==> src/verilog/stp_pkg.sv <==
// Purpose: shared constants, carriers and helpers of the serial transmitter
// Assumes: 8-bit register port, 12-bit baud divisor
// Notes:   offsets are register indices on the plain register port
package stp_pkg;

  // ----------------------------------------------------------------
  // widths and register map
  // ----------------------------------------------------------------
  localparam int unsigned ADDR_W = 3;
  localparam int unsigned DATA_W = 8;
  localparam int unsigned DIV_W  = 12;

  localparam logic [ADDR_W-1:0] OFS_DATA     = 3'h0;  // serial_data_register
  localparam logic [ADDR_W-1:0] OFS_STATUS   = 3'h1;  // serial_status_register
  localparam logic [ADDR_W-1:0] OFS_CONTROL  = 3'h2;  // serial_control_register
  localparam logic [ADDR_W-1:0] OFS_FRAME    = 3'h3;  // frame_control_register / baud_divisor_high
  localparam logic [ADDR_W-1:0] OFS_BAUD_LOW = 3'h4;  // baud_divisor_low

  // status field positions
  localparam int unsigned ST_RX_DONE   = 7;
  localparam int unsigned ST_TX_DONE   = 6;
  localparam int unsigned ST_BUF_EMPTY = 5;
  localparam int unsigned ST_DOUBLE    = 1;
  // control field positions
  localparam int unsigned CT_TXC_IE = 6;
  localparam int unsigned CT_BUF_IE = 5;
  localparam int unsigned CT_TX_EN  = 3;
  localparam int unsigned CT_SIZE2  = 2;
  localparam int unsigned CT_NINTH  = 0;
  // frame control field positions
  localparam int unsigned FC_SELECT   = 7;
  localparam int unsigned FC_SYNC     = 6;
  localparam int unsigned FC_PAR_EN   = 5;
  localparam int unsigned FC_PAR_ODD  = 4;
  localparam int unsigned FC_TWO_STOP = 3;
  localparam int unsigned FC_SIZE_HI  = 2;
  localparam int unsigned FC_SIZE_LO  = 1;
  localparam int unsigned FC_POL      = 0;

  // ----------------------------------------------------------------
  // reset values and counts
  // ----------------------------------------------------------------
  localparam logic [1:0]       RST_SIZE_LOW    = 2'h3;   // eight data bits
  localparam logic [DIV_W-1:0] RST_BAUD        = 12'h000;
  localparam logic [4:0]       PRESCALE_NORMAL = 5'h10;
  localparam logic [4:0]       PRESCALE_DOUBLE = 5'h08;
  localparam logic [2:0]       SIZE_NINE       = 3'h7;
  localparam logic [3:0]       BITS_NINE       = 4'h9;
  localparam logic [3:0]       BITS_EIGHT      = 4'h8;
  localparam logic [3:0]       BITS_MIN        = 4'h5;

  // ----------------------------------------------------------------
  // carriers
  // ----------------------------------------------------------------
  typedef struct packed {
    logic [ADDR_W-1:0] addr;
    logic [DATA_W-1:0] wdata;
    logic              wr;
    logic              rd;
  } stp_bus_req_t;

  typedef struct packed {
    logic       par_en;
    logic       par_odd;
    logic       two_stop;
    logic       sync;
    logic       pol;
    logic [2:0] size;
  } stp_frame_t;

  typedef enum logic [4:0] {
    S_IDLE   = 5'b00001,
    S_START  = 5'b00010,
    S_DATA   = 5'b00100,
    S_PARITY = 5'b01000,
    S_STOP   = 5'b10000
  } stp_state_t;

  // ----------------------------------------------------------------
  // helpers
  // ----------------------------------------------------------------
  // character size code to data bit count; reserved codes act as eight
  function automatic logic [3:0] stp_data_bits(input logic [2:0] code);
    if (code == SIZE_NINE) begin
      return BITS_NINE;
    end else if (code[2] == 1'b0) begin
      return BITS_MIN + {2'h0, code[1:0]};
    end
    return BITS_EIGHT;
  endfunction : stp_data_bits

  // clear every bit at or above the character size
  function automatic logic [8:0] stp_mask(input logic [8:0] data, input logic [3:0] nbits);
    logic [8:0] m;
    m = '0;
    for (int i = 0; i < 9; i++) begin
      m[i] = data[i] & (4'(i) < nbits);
    end
    return m;
  endfunction : stp_mask

endpackage : stp_pkg

==> src/verilog/stp_baud_gen.sv <==
// Purpose: baud down-counter producing a tick at every zero
// Assumes: reload_i is a one-cycle pulse on a low divisor byte write
// Notes:   tick rate is clk / (divisor + 1)
module stp_baud_gen #(
  parameter int unsigned DIV_W = 12
) (
  input  wire logic             clk_i,
  input  wire logic             rst_n_i,
  input  wire logic [DIV_W-1:0] divisor_i,
  input  wire logic             reload_i,
  output logic                  tick_o
);

  logic [DIV_W-1:0] count;

  // ----------------------------------------------------------------
  // down-counter
  // ----------------------------------------------------------------
  // reload on zero or on low byte write
  always_ff @(posedge clk_i or negedge rst_n_i) begin
    if (!rst_n_i) begin
      count <= '0;
    end else if (reload_i || count == '0) begin
      count <= divisor_i;
    end else begin
      count <= count - 1'b1;
    end
  end

  assign tick_o = (count == '0);
endmodule : stp_baud_gen

==> src/verilog/stp_xck_edge.sv <==
// Purpose: synchronise the serial clock pin and pick its data-change edge
// Assumes: pin clock slower than a quarter of clk_i
// Notes:   change_o pulses one cycle, one to two cycles after the pin edge
module stp_xck_edge (
  input  wire logic clk_i,
  input  wire logic rst_n_i,
  input  wire logic xck_i,
  input  wire logic pol_i,
  output logic      change_o
);

  logic meta;
  logic sync;
  logic prev;

  // ----------------------------------------------------------------
  // two-stage synchroniser and edge history
  // ----------------------------------------------------------------
  always_ff @(posedge clk_i or negedge rst_n_i) begin
    if (!rst_n_i) begin
      meta <= 1'b0;
      sync <= 1'b0;
      prev <= 1'b0;
    end else begin
      meta <= xck_i;
      sync <= meta;
      prev <= sync;
    end
  end

  assign change_o = pol_i ? (prev & ~sync) : (~prev & sync);
endmodule : stp_xck_edge

==> src/verilog/stp_serial_tx.sv <==
// Purpose: transmit half of a serial port with parity, one-deep buffer
// Assumes: register port with one-cycle strobes; xck_i is an asynchronous pin
// Notes:   txd_o lags the frame state by one cycle; receiver is not present
//
// Behaviour
// - parity is xor of all data bits
// - odd parity inverts the xor
// - parity sits between last data and stop
// - parity only when parity enable bit set
// - transmit enable takes over the data pin
// - sync mode times bits by serial clock pin
// - data register write loads the buffer
// - buffer moves to idle or finishing shifter
// - frame sent at baud or pin clock rate
// - bits above character size are ignored
// - buffer empty flag mirrors buffer state
// - buffer empty request is level while enabled
// - data write clears buffer empty flag
// - complete flag set when frame done, buffer empty
// - complete flag cleared by service or one-write
// - complete request follows flag when enabled
// - shared address routed by top bit
// - low start, LSB first, high stop, idle high
// - stop select gives one or two stops
// - baud counter reloads on zero or write
// - clock polarity picks data change edge
//
// Strobed register access and the placing of the registers were decided locally.
module stp_serial_tx (
  input  wire logic                  clk_i,
  input  wire logic                  arst_n_i,
  input  wire stp_pkg::stp_bus_req_t bus_i,
  output logic [stp_pkg::DATA_W-1:0] rdata_o,
  output logic                       txd_o,
  output logic                       txd_oe_o,
  input  wire logic                  xck_i,
  input  wire logic                  txc_ack_i,
  output logic                       buf_irq_o,
  output logic                       txc_irq_o
);
  import stp_pkg::*;

  // ----------------------------------------------------------------
  // reset release
  // ----------------------------------------------------------------
  logic [1:0] rst_pipe;
  logic       rst_n;

  always_ff @(posedge clk_i or negedge arst_n_i) begin
    if (!arst_n_i) begin
      rst_pipe <= 2'h0;
    end else begin
      rst_pipe <= {rst_pipe[0], 1'b1};
    end
  end
  assign rst_n = rst_pipe[1];

  // ----------------------------------------------------------------
  // registers and state
  // ----------------------------------------------------------------
  stp_frame_t       frame;
  logic [DIV_W-1:0] divisor;
  logic             double_speed;
  logic             txc_ie;
  logic             buf_ie;
  logic             tx_en;
  logic             ninth;
  logic             tx_done;
  logic             buf_full;
  logic [8:0]       buf_data;
  stp_state_t       state;
  stp_state_t       next_state;
  logic [8:0]       shreg;
  logic [3:0]       bit_cnt;
  logic             stop_cnt;
  logic             par_bit;
  logic [3:0]       pre_cnt;

  // ----------------------------------------------------------------
  // register port decode
  // ----------------------------------------------------------------
  wire wr_data    = bus_i.wr && bus_i.addr == OFS_DATA;
  wire wr_status  = bus_i.wr && bus_i.addr == OFS_STATUS;
  wire wr_control = bus_i.wr && bus_i.addr == OFS_CONTROL;
  wire wr_shared  = bus_i.wr && bus_i.addr == OFS_FRAME;
  wire wr_blow    = bus_i.wr && bus_i.addr == OFS_BAUD_LOW;
  // top bit steers the shared address
  wire wr_frame   = wr_shared && bus_i.wdata[FC_SELECT];
  wire wr_bhigh   = wr_shared && !bus_i.wdata[FC_SELECT];

  wire [3:0] nbits = stp_data_bits(frame.size);

  // ----------------------------------------------------------------
  // bit timing
  // ----------------------------------------------------------------
  logic baud_tick;
  logic xck_change;

  // low byte write reloads the new divisor
  wire [DIV_W-1:0] reload_div = wr_blow ? {divisor[DIV_W-1:DATA_W], bus_i.wdata} : divisor;

  stp_baud_gen #(
    .DIV_W (DIV_W)
  ) u_baud (
    .clk_i     (clk_i),
    .rst_n_i   (rst_n),
    .divisor_i (reload_div),
    .reload_i  (wr_blow),
    .tick_o    (baud_tick)
  );

  stp_xck_edge u_xck (
    .clk_i    (clk_i),
    .rst_n_i  (rst_n),
    .xck_i    (xck_i),
    .pol_i    (frame.pol),
    .change_o (xck_change)
  );

  // divide ticks by 16 or 8, or use pin edge
  wire [4:0] prescale = double_speed ? PRESCALE_DOUBLE : PRESCALE_NORMAL;
  wire       pre_wrap = ({1'b0, pre_cnt} == prescale - 5'h01);
  // sync mode times bits on pin clock
  wire       step     = frame.sync ? xck_change : (baud_tick && pre_wrap);

  // ----------------------------------------------------------------
  // frame sequencing
  // ----------------------------------------------------------------
  wire last_data = (bit_cnt == nbits - 4'h1);
  wire last_stop = (state == S_STOP) && (stop_cnt || !frame.two_stop);
  wire frame_end = last_stop && step;
  // load when idle or right after last stop
  wire load = buf_full && tx_en &&
              (((state == S_IDLE) && (!frame.sync || step)) || frame_end);
  // drop bits above the character size
  wire [8:0] load_data = stp_mask(buf_data, nbits);

  // next frame state
  always_comb begin
    next_state = state;
    unique case (state)
      S_IDLE: begin
        if (load) begin
          next_state = S_START;
        end
      end
      S_START: begin
        if (step) begin
          next_state = S_DATA;
        end
      end
      S_DATA: begin
        if (step && last_data) begin
          next_state = frame.par_en ? S_PARITY : S_STOP;
        end
      end
      S_PARITY: begin
        if (step) begin
          next_state = S_STOP;
        end
      end
      S_STOP: begin
        if (frame_end) begin
          next_state = load ? S_START : S_IDLE;
        end
      end
      default: begin
        next_state = S_IDLE;
      end
    endcase
  end

  // state register and shifter
  always_ff @(posedge clk_i or negedge rst_n) begin
    if (!rst_n) begin
      state <= S_IDLE;
      shreg <= '0;
      bit_cnt <= '0;
      stop_cnt <= 1'b0;
      par_bit <= 1'b0;
    end else begin
      state <= next_state;
      if (load) begin
        shreg <= load_data;
        bit_cnt <= '0;
        stop_cnt <= 1'b0;
        par_bit <= ^load_data ^ frame.par_odd;
      end else if (step && state == S_DATA) begin
        shreg <= {1'b0, shreg[8:1]};
        bit_cnt <= bit_cnt + 4'h1;
      end else if (step && state == S_STOP) begin
        stop_cnt <= 1'b1;
      end
    end
  end

  // prescaler restarts with each frame
  always_ff @(posedge clk_i or negedge rst_n) begin
    if (!rst_n) begin
      pre_cnt <= '0;
    end else if (load || (baud_tick && pre_wrap)) begin
      pre_cnt <= '0;
    end else if (baud_tick) begin
      pre_cnt <= pre_cnt + 4'h1;
    end
  end

  // ----------------------------------------------------------------
  // buffer and flags
  // ----------------------------------------------------------------
  wire [DATA_W-1:0] status_rd = {1'b0, tx_done, !buf_full, 3'h0, double_speed, 1'b0};
  wire              txc_clear = txc_ack_i || (wr_status && bus_i.wdata[ST_TX_DONE]);

  always_ff @(posedge clk_i or negedge rst_n) begin
    if (!rst_n) begin
      buf_full <= 1'b0;
      buf_data <= '0;
      tx_done <= 1'b0;
    end else begin
      if (wr_data) begin
        buf_full <= 1'b1;
        buf_data <= {ninth, bus_i.wdata};
      end else if (load) begin
        buf_full <= 1'b0;
      end
      if (frame_end && !buf_full) begin
        tx_done <= 1'b1;
      end else if (txc_clear) begin
        tx_done <= 1'b0;
      end
    end
  end

  // ----------------------------------------------------------------
  // control registers
  // ----------------------------------------------------------------
  always_ff @(posedge clk_i or negedge rst_n) begin
    if (!rst_n) begin
      frame <= '{par_en: 1'b0, par_odd: 1'b0, two_stop: 1'b0, sync: 1'b0, pol: 1'b0,
                 size: {1'b0, RST_SIZE_LOW}};
      divisor <= RST_BAUD;
      double_speed <= 1'b0;
      {txc_ie, buf_ie, tx_en, ninth} <= 4'h0;
    end else begin
      if (wr_status) begin
        double_speed <= bus_i.wdata[ST_DOUBLE];
      end
      if (wr_control) begin
        txc_ie <= bus_i.wdata[CT_TXC_IE];
        buf_ie <= bus_i.wdata[CT_BUF_IE];
        tx_en <= bus_i.wdata[CT_TX_EN];
        frame.size[2] <= bus_i.wdata[CT_SIZE2];
        ninth <= bus_i.wdata[CT_NINTH];
      end
      if (wr_frame) begin
        frame.sync <= bus_i.wdata[FC_SYNC];
        frame.par_en <= bus_i.wdata[FC_PAR_EN];
        frame.par_odd <= bus_i.wdata[FC_PAR_ODD];
        frame.two_stop <= bus_i.wdata[FC_TWO_STOP];
        frame.size[1:0] <= bus_i.wdata[FC_SIZE_HI:FC_SIZE_LO];
        frame.pol <= bus_i.wdata[FC_POL];
      end
      if (wr_bhigh) begin
        divisor[DIV_W-1:DATA_W] <= bus_i.wdata[DIV_W-DATA_W-1:0];
      end
      if (wr_blow) begin
        divisor[DATA_W-1:0] <= bus_i.wdata;
      end
    end
  end

  // ----------------------------------------------------------------
  // read mux and outputs
  // ----------------------------------------------------------------
  wire [DATA_W-1:0] control_rd = {1'b0, txc_ie, buf_ie, 1'b0, tx_en, frame.size[2], 1'b0, ninth};
  wire [DATA_W-1:0] frame_rd   = {1'b1, frame.sync, frame.par_en, frame.par_odd, frame.two_stop,
                                  frame.size[1:0], frame.pol};
  wire [DATA_W-1:0] read_mux   = (bus_i.addr == OFS_STATUS)   ? status_rd  :
                                 (bus_i.addr == OFS_CONTROL)  ? control_rd :
                                 (bus_i.addr == OFS_FRAME)    ? frame_rd   :
                                 (bus_i.addr == OFS_BAUD_LOW) ? divisor[DATA_W-1:0] : '0;

  // start low, data LSB first, stop and idle high
  wire line = (state == S_START)  ? 1'b0 :
              (state == S_DATA)   ? shreg[0] :
              (state == S_PARITY) ? par_bit : 1'b1;
  wire busy = (state != S_IDLE) || buf_full;

  always_ff @(posedge clk_i or negedge rst_n) begin
    if (!rst_n) begin
      rdata_o <= '0;
      txd_o <= 1'b1;
      txd_oe_o <= 1'b0;
      buf_irq_o <= 1'b0;
      txc_irq_o <= 1'b0;
    end else begin
      rdata_o <= bus_i.rd ? read_mux : '0;
      txd_o <= line;
      // pin held while enabled or still sending
      txd_oe_o <= tx_en || busy;
      buf_irq_o <= buf_ie && !buf_full;
      txc_irq_o <= txc_ie && tx_done && !txc_clear;
    end
  end
endmodule : stp_serial_tx

==> config.mk <==
export PLATFORM = sky130hd
export DESIGN_NAME = stp_serial_tx
export DESIGN_NICKNAME = d
export VERILOG_FILES = /design/src/verilog/stp_pkg.sv /design/src/verilog/stp_baud_gen.sv /design/src/verilog/stp_xck_edge.sv /design/src/verilog/stp_serial_tx.sv
export SDC_FILE = /design/constraint.sdc
export NUM_CORES = 1
export LEC_CHECK = 0
export ABC_AREA = 1
export BUFFER_PORTS_ARGS = -buffer_cell sky130_fd_sc_hd__buf_2
export CAP_MARGIN = 20
export CORE_MARGIN = 4
export CORE_UTILIZATION = 40
export CTS_CLUSTER_DIAMETER = 80
export DETAILED_ROUTE_END_ITERATION = 6
export GPL_TIMING_DRIVEN = 0
export PLACE_DENSITY = 0.64
export SYNTH_ARGS = -nofsm -noshare
export SYNTH_HDL_FRONTEND = slang
export SYNTH_SLANG_ARGS = --single-unit
==> constraint.sdc <==
create_clock -name clk_i -period 6.4 [get_ports clk_i]
set_input_delay 0.64 -clock clk_i [delete_from_list [all_inputs] [get_ports clk_i]]
set_output_delay 0.64 -clock clk_i [all_outputs]
set_load 0.1 [all_outputs]
# Word-level counts from Yosys, hierarchy flattened
# Cells that the tools add are included.
# classes
add_sub_neg	6
magnitude_cmp	9
n_eq_ne	19
n_mux	39
bitwise	14
reduce_logical	44
# ops
cell	n
$mux W8	6
$mux W5	7
$mux W4	7
$pmux W5 S5	1
$logic_and A1 B1 Y1	21
$mux W9	2
$lt A3 B4 Y1 const A	4
$mux W1	14
$logic_not A12 Y1	1
$mux W12	1
$ne A2 B2 Y1 const B	6
$sub A12 B1 Y12 const B	1
$and A1 B1 Y1	11
$reduce_bool A2 Y1	5
$reduce_xor A9 Y1	1
$add A4 B1 Y4 const B	2
$logic_or A1 B1 Y1	8
$lt A1 B4 Y1 const A	2
$lt A2 B4 Y1 const A	2
$eq A3 B2 Y1 const B	2
$eq A3 B3 Y1 const B	2
$eq A4 B5 Y1	1
$eq A5 B1 Y1 const B	1
$eq A5 B2 Y1 const B	1
17 further kinds	22
# word_totals
register_bits	89
input_bits	17
output_inout_bits	12
wordCells	164

# Depth between registers and ports, before layout
# logic_depth
ltp_word	12
mapped_depth	16
depth_no_buf	16

# Hierarchy
# A second synthesis with hierarchy kept.
# unflattened
cells_unflattened	542
area_unflattened_um2	4493.1
# by_module_without_submodules
mod	instances	cells_each	area_per_inst_um2	seq_area_each_um2
stp_serial_tx	1	426	3584.7	1856.8
stp_baud_gen	1	107	808.3	300.3
stp_xck_edge	1	9	100.1	75.1

# Least setup slack after synthesis
# Ideal clock, no wire load.
# synth_timing
path_kind	register to register
startpoint	register frame[0] (netlist name)
endpoint	register par_bit
setup_ns	0.116
arrival_ns	2.066
required_time_ns	6.284
setup_slack_ns	4.218
stages_incl_launch_ff	13
n_path_buf	0
period_less_slack_ns	2.182
path_cell_list	dfstp_2 > ha_1 > nand2_1 > o21ai_0 > inv_1 > ha_1 > a21boi_0 > xnor2_1 > nand2_1 > nand2_1 > xor2_1 > nand2_1 > nand2_1
# synth_between
elab_chain_len	8
word_cells_on_any_way	26
cone_classes	add/sub: 1; order compare: 9; eq/ne: 1; mux: 4; bitwise: 10; reduce/logical: 1
# synth_lines
item	line_no	rtl
$add A3 B2 Y4	stp_pkg.sv:87	return BITS_MIN + {2'h0, code[1:0]};
$mux W4	stp_pkg.sv:86	end else if (code[2] == 1'b0) begin
$mux W4	stp_pkg.sv:84	if (code == SIZE_NINE) begin
$mux W4 *	stp_pkg.sv:89	return BITS_EIGHT;
$lt A1 B4 Y1, or another cell as far along	stp_pkg.sv:97	m[i] = data[i] & (4'(i) < nbits);
$and A1 B1 Y1	stp_pkg.sv:97	
$reduce_xor A9 Y1 *	stp_serial_tx.sv:187	par_bit <= ^load_data ^ frame.par_odd;
$xor A1 B1 Y1 *	stp_serial_tx.sv:187	
to (signal assigned)	stp_serial_tx.sv:187	
to (decl)	stp_serial_tx.sv:76	logic par_bit;
# Mark *: on every way between the ends. The rest lies on a longest branch, timed or not. The select of a mux whose other input is x is not followed.
# A chain may end at the register's enable or synchronous reset.

# Worst setup path after layout
# layout_timing
startpoint	register frame[0] (netlist name)
endpoint	register par_bit
# layout_between
elab_chain_len	8
word_cells_on_any_way	26
cone_classes	add/sub: 1; order compare: 9; eq/ne: 1; mux: 4; bitwise: 10; reduce/logical: 1
# layout_lines
item	line_no
$add A3 B2 Y4	stp_pkg.sv:87
$mux W4	stp_pkg.sv:86
$mux W4	stp_pkg.sv:84
$mux W4 *	stp_pkg.sv:89
$lt A1 B4 Y1, or another cell as far along	stp_pkg.sv:97
$and A1 B1 Y1	stp_pkg.sv:97
$reduce_xor A9 Y1 *	stp_serial_tx.sv:187
$xor A1 B1 Y1 *	stp_serial_tx.sv:187
# Marks and branches as above.

==> impl_metrics.py <==
metrics = {
    "cts": {
        "postCtsSetupBuffers": 0,
        "clock_sinks": 89,
        "cts_tree": "yes",
        "ctsHtreeMaxLevel": 3,
        "clk_latency_ns": 0.37,
        "cts_hold_buf": 0,
        "root_buffer": "clkbuf_8",
        "cts_buffers": 9,
        "clockBufferDepth": 2,
        "clkTransAtPathRegs_ns": 0.08,
        "cts-resized-gates": 0,
    },
    "pwr": {
        "power_leakage_nw": 2.42,
        "p_per_area_nw_per_um2": 367,
        "ir_drop_mv": 0.242,
        "p_total_w": 0.00178,
    },
    "global_routing": {
        "grt_pass1_wl_mm": 15.9,
        "grtUsageMet3_pct": 3.91,
        "track_usage_pct": 15.9,
        "grt_max_degree": 58,
        "grt_util_met1_pct": 20.8,
        "met2_usage_pct": 26.1,
        "grt_pass1_vias": 3277,
        "grt-busiest-layer": "met2",
        "antenna_found_initial": 0,
        "grt-ovfl-total": 0,
    },
    "routing": {
        "drtPass1Iterations": 4,
        "post_drt_wl_per_cell_um": 13.9,
        "finalWirelength_mm": 9.35,
        "drt_iter0_markers": 171,
        "ant_nets": 0,
        "vias": 3328,
        "routed_via_density": 4.93,
        "remaining_drc_errors": 0,
    },
    "timing": {
        "worstMarginPinSlew_ns": 0.578,
        "finalCritPeriodShare_pct": 38.7,
        "rsz0062_at_grt": "false",
        "setup_viol_count_final": 0,
        "layout_setup_ws_ns": 3.92,
        "slew_headroom_pct": 61.1,
        "fmax_mhz": 404,
        "period_needed_ns": 2.48,
        "finalHoldViolCount": 0,
        "fin_skew_ns": 0.0162,
        "setup_tns_ns": 0,
        "drv_slew": 0,
    },
    "synth": {
        "synth-xor-area-share_pct": 4.92,
        "yosysTopAreaCellShare_pct": 49.7,
        "synth_area_sq_um": 4280,
        "yosysWarnings": 0,
        "synth_compound_area_share_pct": 11.0,
        "synth.area.mux_share_pct": 0,
        "synth_top_area_cell": "dfrtp_1",
        "synth_flop_cell": "dfrtp_1",
        "syn_avg_cell_area_sq_um": 8.64,
        "syn-num-nets": 519,
        "ys_types": 41,
        "synthArstFlopShare_pct": 100,
        "synth-edff-count": 0,
        "synthAdderAreaFrac_pct": 2.05,
        "synth_seq_cells": 89,
        "ys_seq_area_share_pct": 52.2,
        "syn_inst": 495,
        "synth-simple-area-share_pct": 22.9,
        "synth_top_family_by_area": "simple AND/OR/NAND/NOR gates",
        "synth_area_leaders": "dfrtp_1, nand2_1, o21ai_0",
        "synthTopCellsByCount": "nand2_1, dfrtp_1, inv_1",
        "yosysMostFrequentCell": "nand2_1",
    },
    "floorplan": {
        "core_sq_um": 10400,
        "num_rows": 37,
        "ios": 29,
        "dieHeight_um": 111,
        "fp.dieW_um": 111,
        "die-area_sq_um": 12400,
        "initial_core_util_pct": 41.2,
    },
    "worst_setup_path": {
        "cp.buffers_inverters": 1,
        "crit_path_top_delay_cell": "dfstp_2",
        "crit_path_end_kind": "register",
        "cpLargestDelayFamily": "compound AO/OA/AOI/OAI gates",
        "r2r_cells": 12,
        "cp_common_cell": "nand2_1",
        "cp_cell_sequence": "ha_1, nand2_1, o21ai_0, inv_1, ha_1, a21boi_0, xor2_1, nand2_1, nand2_1, xor2_1, nand2_1, nand2_1",
        "cp.required_ns": 6.70,
        "crit_type": "reg2reg",
        "worst_r2r_endpoint": "par_bit",
        "reg2reg_setup_slack_ns": 3.92,
        "worst_path_largest_cell_delay_ns": 0.58,
        "crit_arrival_ns": 2.78,
        "start_kind": "register",
        "path_max_fanout": 5,
        "r2r_start": "frame[0]",
    },
    "job": {
        "maxCapViolCount": 0,
    },
    "cells_and_area": {
        "drive_above_1_share_pct": 13.7,
        "antenna-diode-count": 0,
        "multiInputGateArea_sq_um": 1750,
        "fillerInstances": 1015,
        "seqCellArea_sq_um": 2240,
        "syn_to_final_growth_pct": 13.3,
        "fin_nets": 559,
    },
    "placed_design": {
        "pre_cts_ws_ns": 3.93,
        "detailed_place_hpwl_mm": 7.03,
        "port_buffers": 28,
        "gp_congestion": 0.841,
    },
    "hold_path": {
        "min_path_type": "in2async",
    },
    "status": {
        "outcome": "finished, final reports clean",
    },
}
[how the worst max path moves through the flow]
stage,startpoint,slack [ns],to,cells past startpoint
floorplan,rst_pipe[1],3.74,bit_cnt[0],0
global placement,rst_pipe[1],2.72,u_xck.prev,0
detailed placement,frame[0],3.93,par_bit,12
CTS,frame[0],3.90,par_bit,12
global route,frame[0],3.70,state[4],16
finish,frame[0],3.92,par_bit,12
[worst reg2reg max path: cells and delay by family (launching register included)]
family | cells | cell delay (ns)
compound gates | 2 | 0.59
flops | 1 | 0.58
fa+ha+maj | 2 | 0.45
xor+xnor | 2 | 0.35
simple gates | 5 | 0.34
buf+inv | 1 | 0.12
[power by group]
group	internal, W	switching (W)	total, W
logic	0.000190	0.000344	0.000534
clock network	0.000240	0.000201	0.000441
registers	0.000700	0.000102	0.000803
total	0.00113	0.000647	0.00178
[kinds of logic after synthesis]
logic type / count (synthesis)
AOI/OAI and AO/OA: 83
xor gates and xnor gates: 24
adders and majority gates: 7
buffers and inverters: 70
other: 1
and+or+nand+nor: 221
DFF: 89
[layout make-up]
| class | instances | share of cell area [%] |
|---|---|---|
| Clock buffer | 11 | 3.12 |
| Timing Repair Buffer | 29 | 3.46 |
| Buffer | 9 | 1.21 |
| Multi-Input combinational cell | 336 | 36.1 |
| Tap cell | 136 | 3.51 |
| Sequential cell | 89 | 46.1 |
| Inverter | 61 | 4.85 |
| Clock inverter | 4 | 1.58 |
[metrics by stage]
stage,cells,util (%),instance area [sq um],hold slack [ns]
2_1_floorplan,495,-,4280,0.331
3_3_place_gp,659,44.2,4590,0.334
3_5_place_dp,660,44.5,4620,0.295
4_1_cts,675,46.7,4850,0.0245
5_1_grt,675,46.7,4850,0.0170
6_report,675,46.7,4850,0.0465
[layout by cell type, fill, tap and decap left out, types with 4 or more instances in the layout]
| cell | instances |
|---|---|
| nand2_2 | 5 |
| a221oi_1 | 4 |
| nand2_1 | 110 |
| nor2_1 | 45 |
| o21ai_0 | 55 |
| ha_1 | 7 |
| clkbuf_1 | 4 |
| clkbuf_8 | 11 |
| dfrtp_1 | 84 |
| dfstp_2 | 4 |
| xnor2_1 | 6 |
| buf_2 | 30 |
| o21ai_1 | 6 |
| nand3_1 | 41 |
| inv_1 | 58 |
| xor2_1 | 18 |
| a21oi_1 | 8 |
| nand4_1 | 6 |
[layer usage]
metal / part of all wire [%] / vias up
li1: - / 1671
met1: 47 / 1597
met2: 48 / 49
met3: 3.5 / 11
met4: 1.5 / 0
met5: 0 / -
[flip-flops by register name (all words and copies together) (netlist names), 2 cells and up]
register / flops
shreg: 9
divisor: 12
rdata_o: 8
bit_cnt: 4
u_baud.count: 12
buf_data: 9
state: 5
pre_cnt: 4
frame: 7
rst_pipe: 2
(Power assumes the default switching activity.)
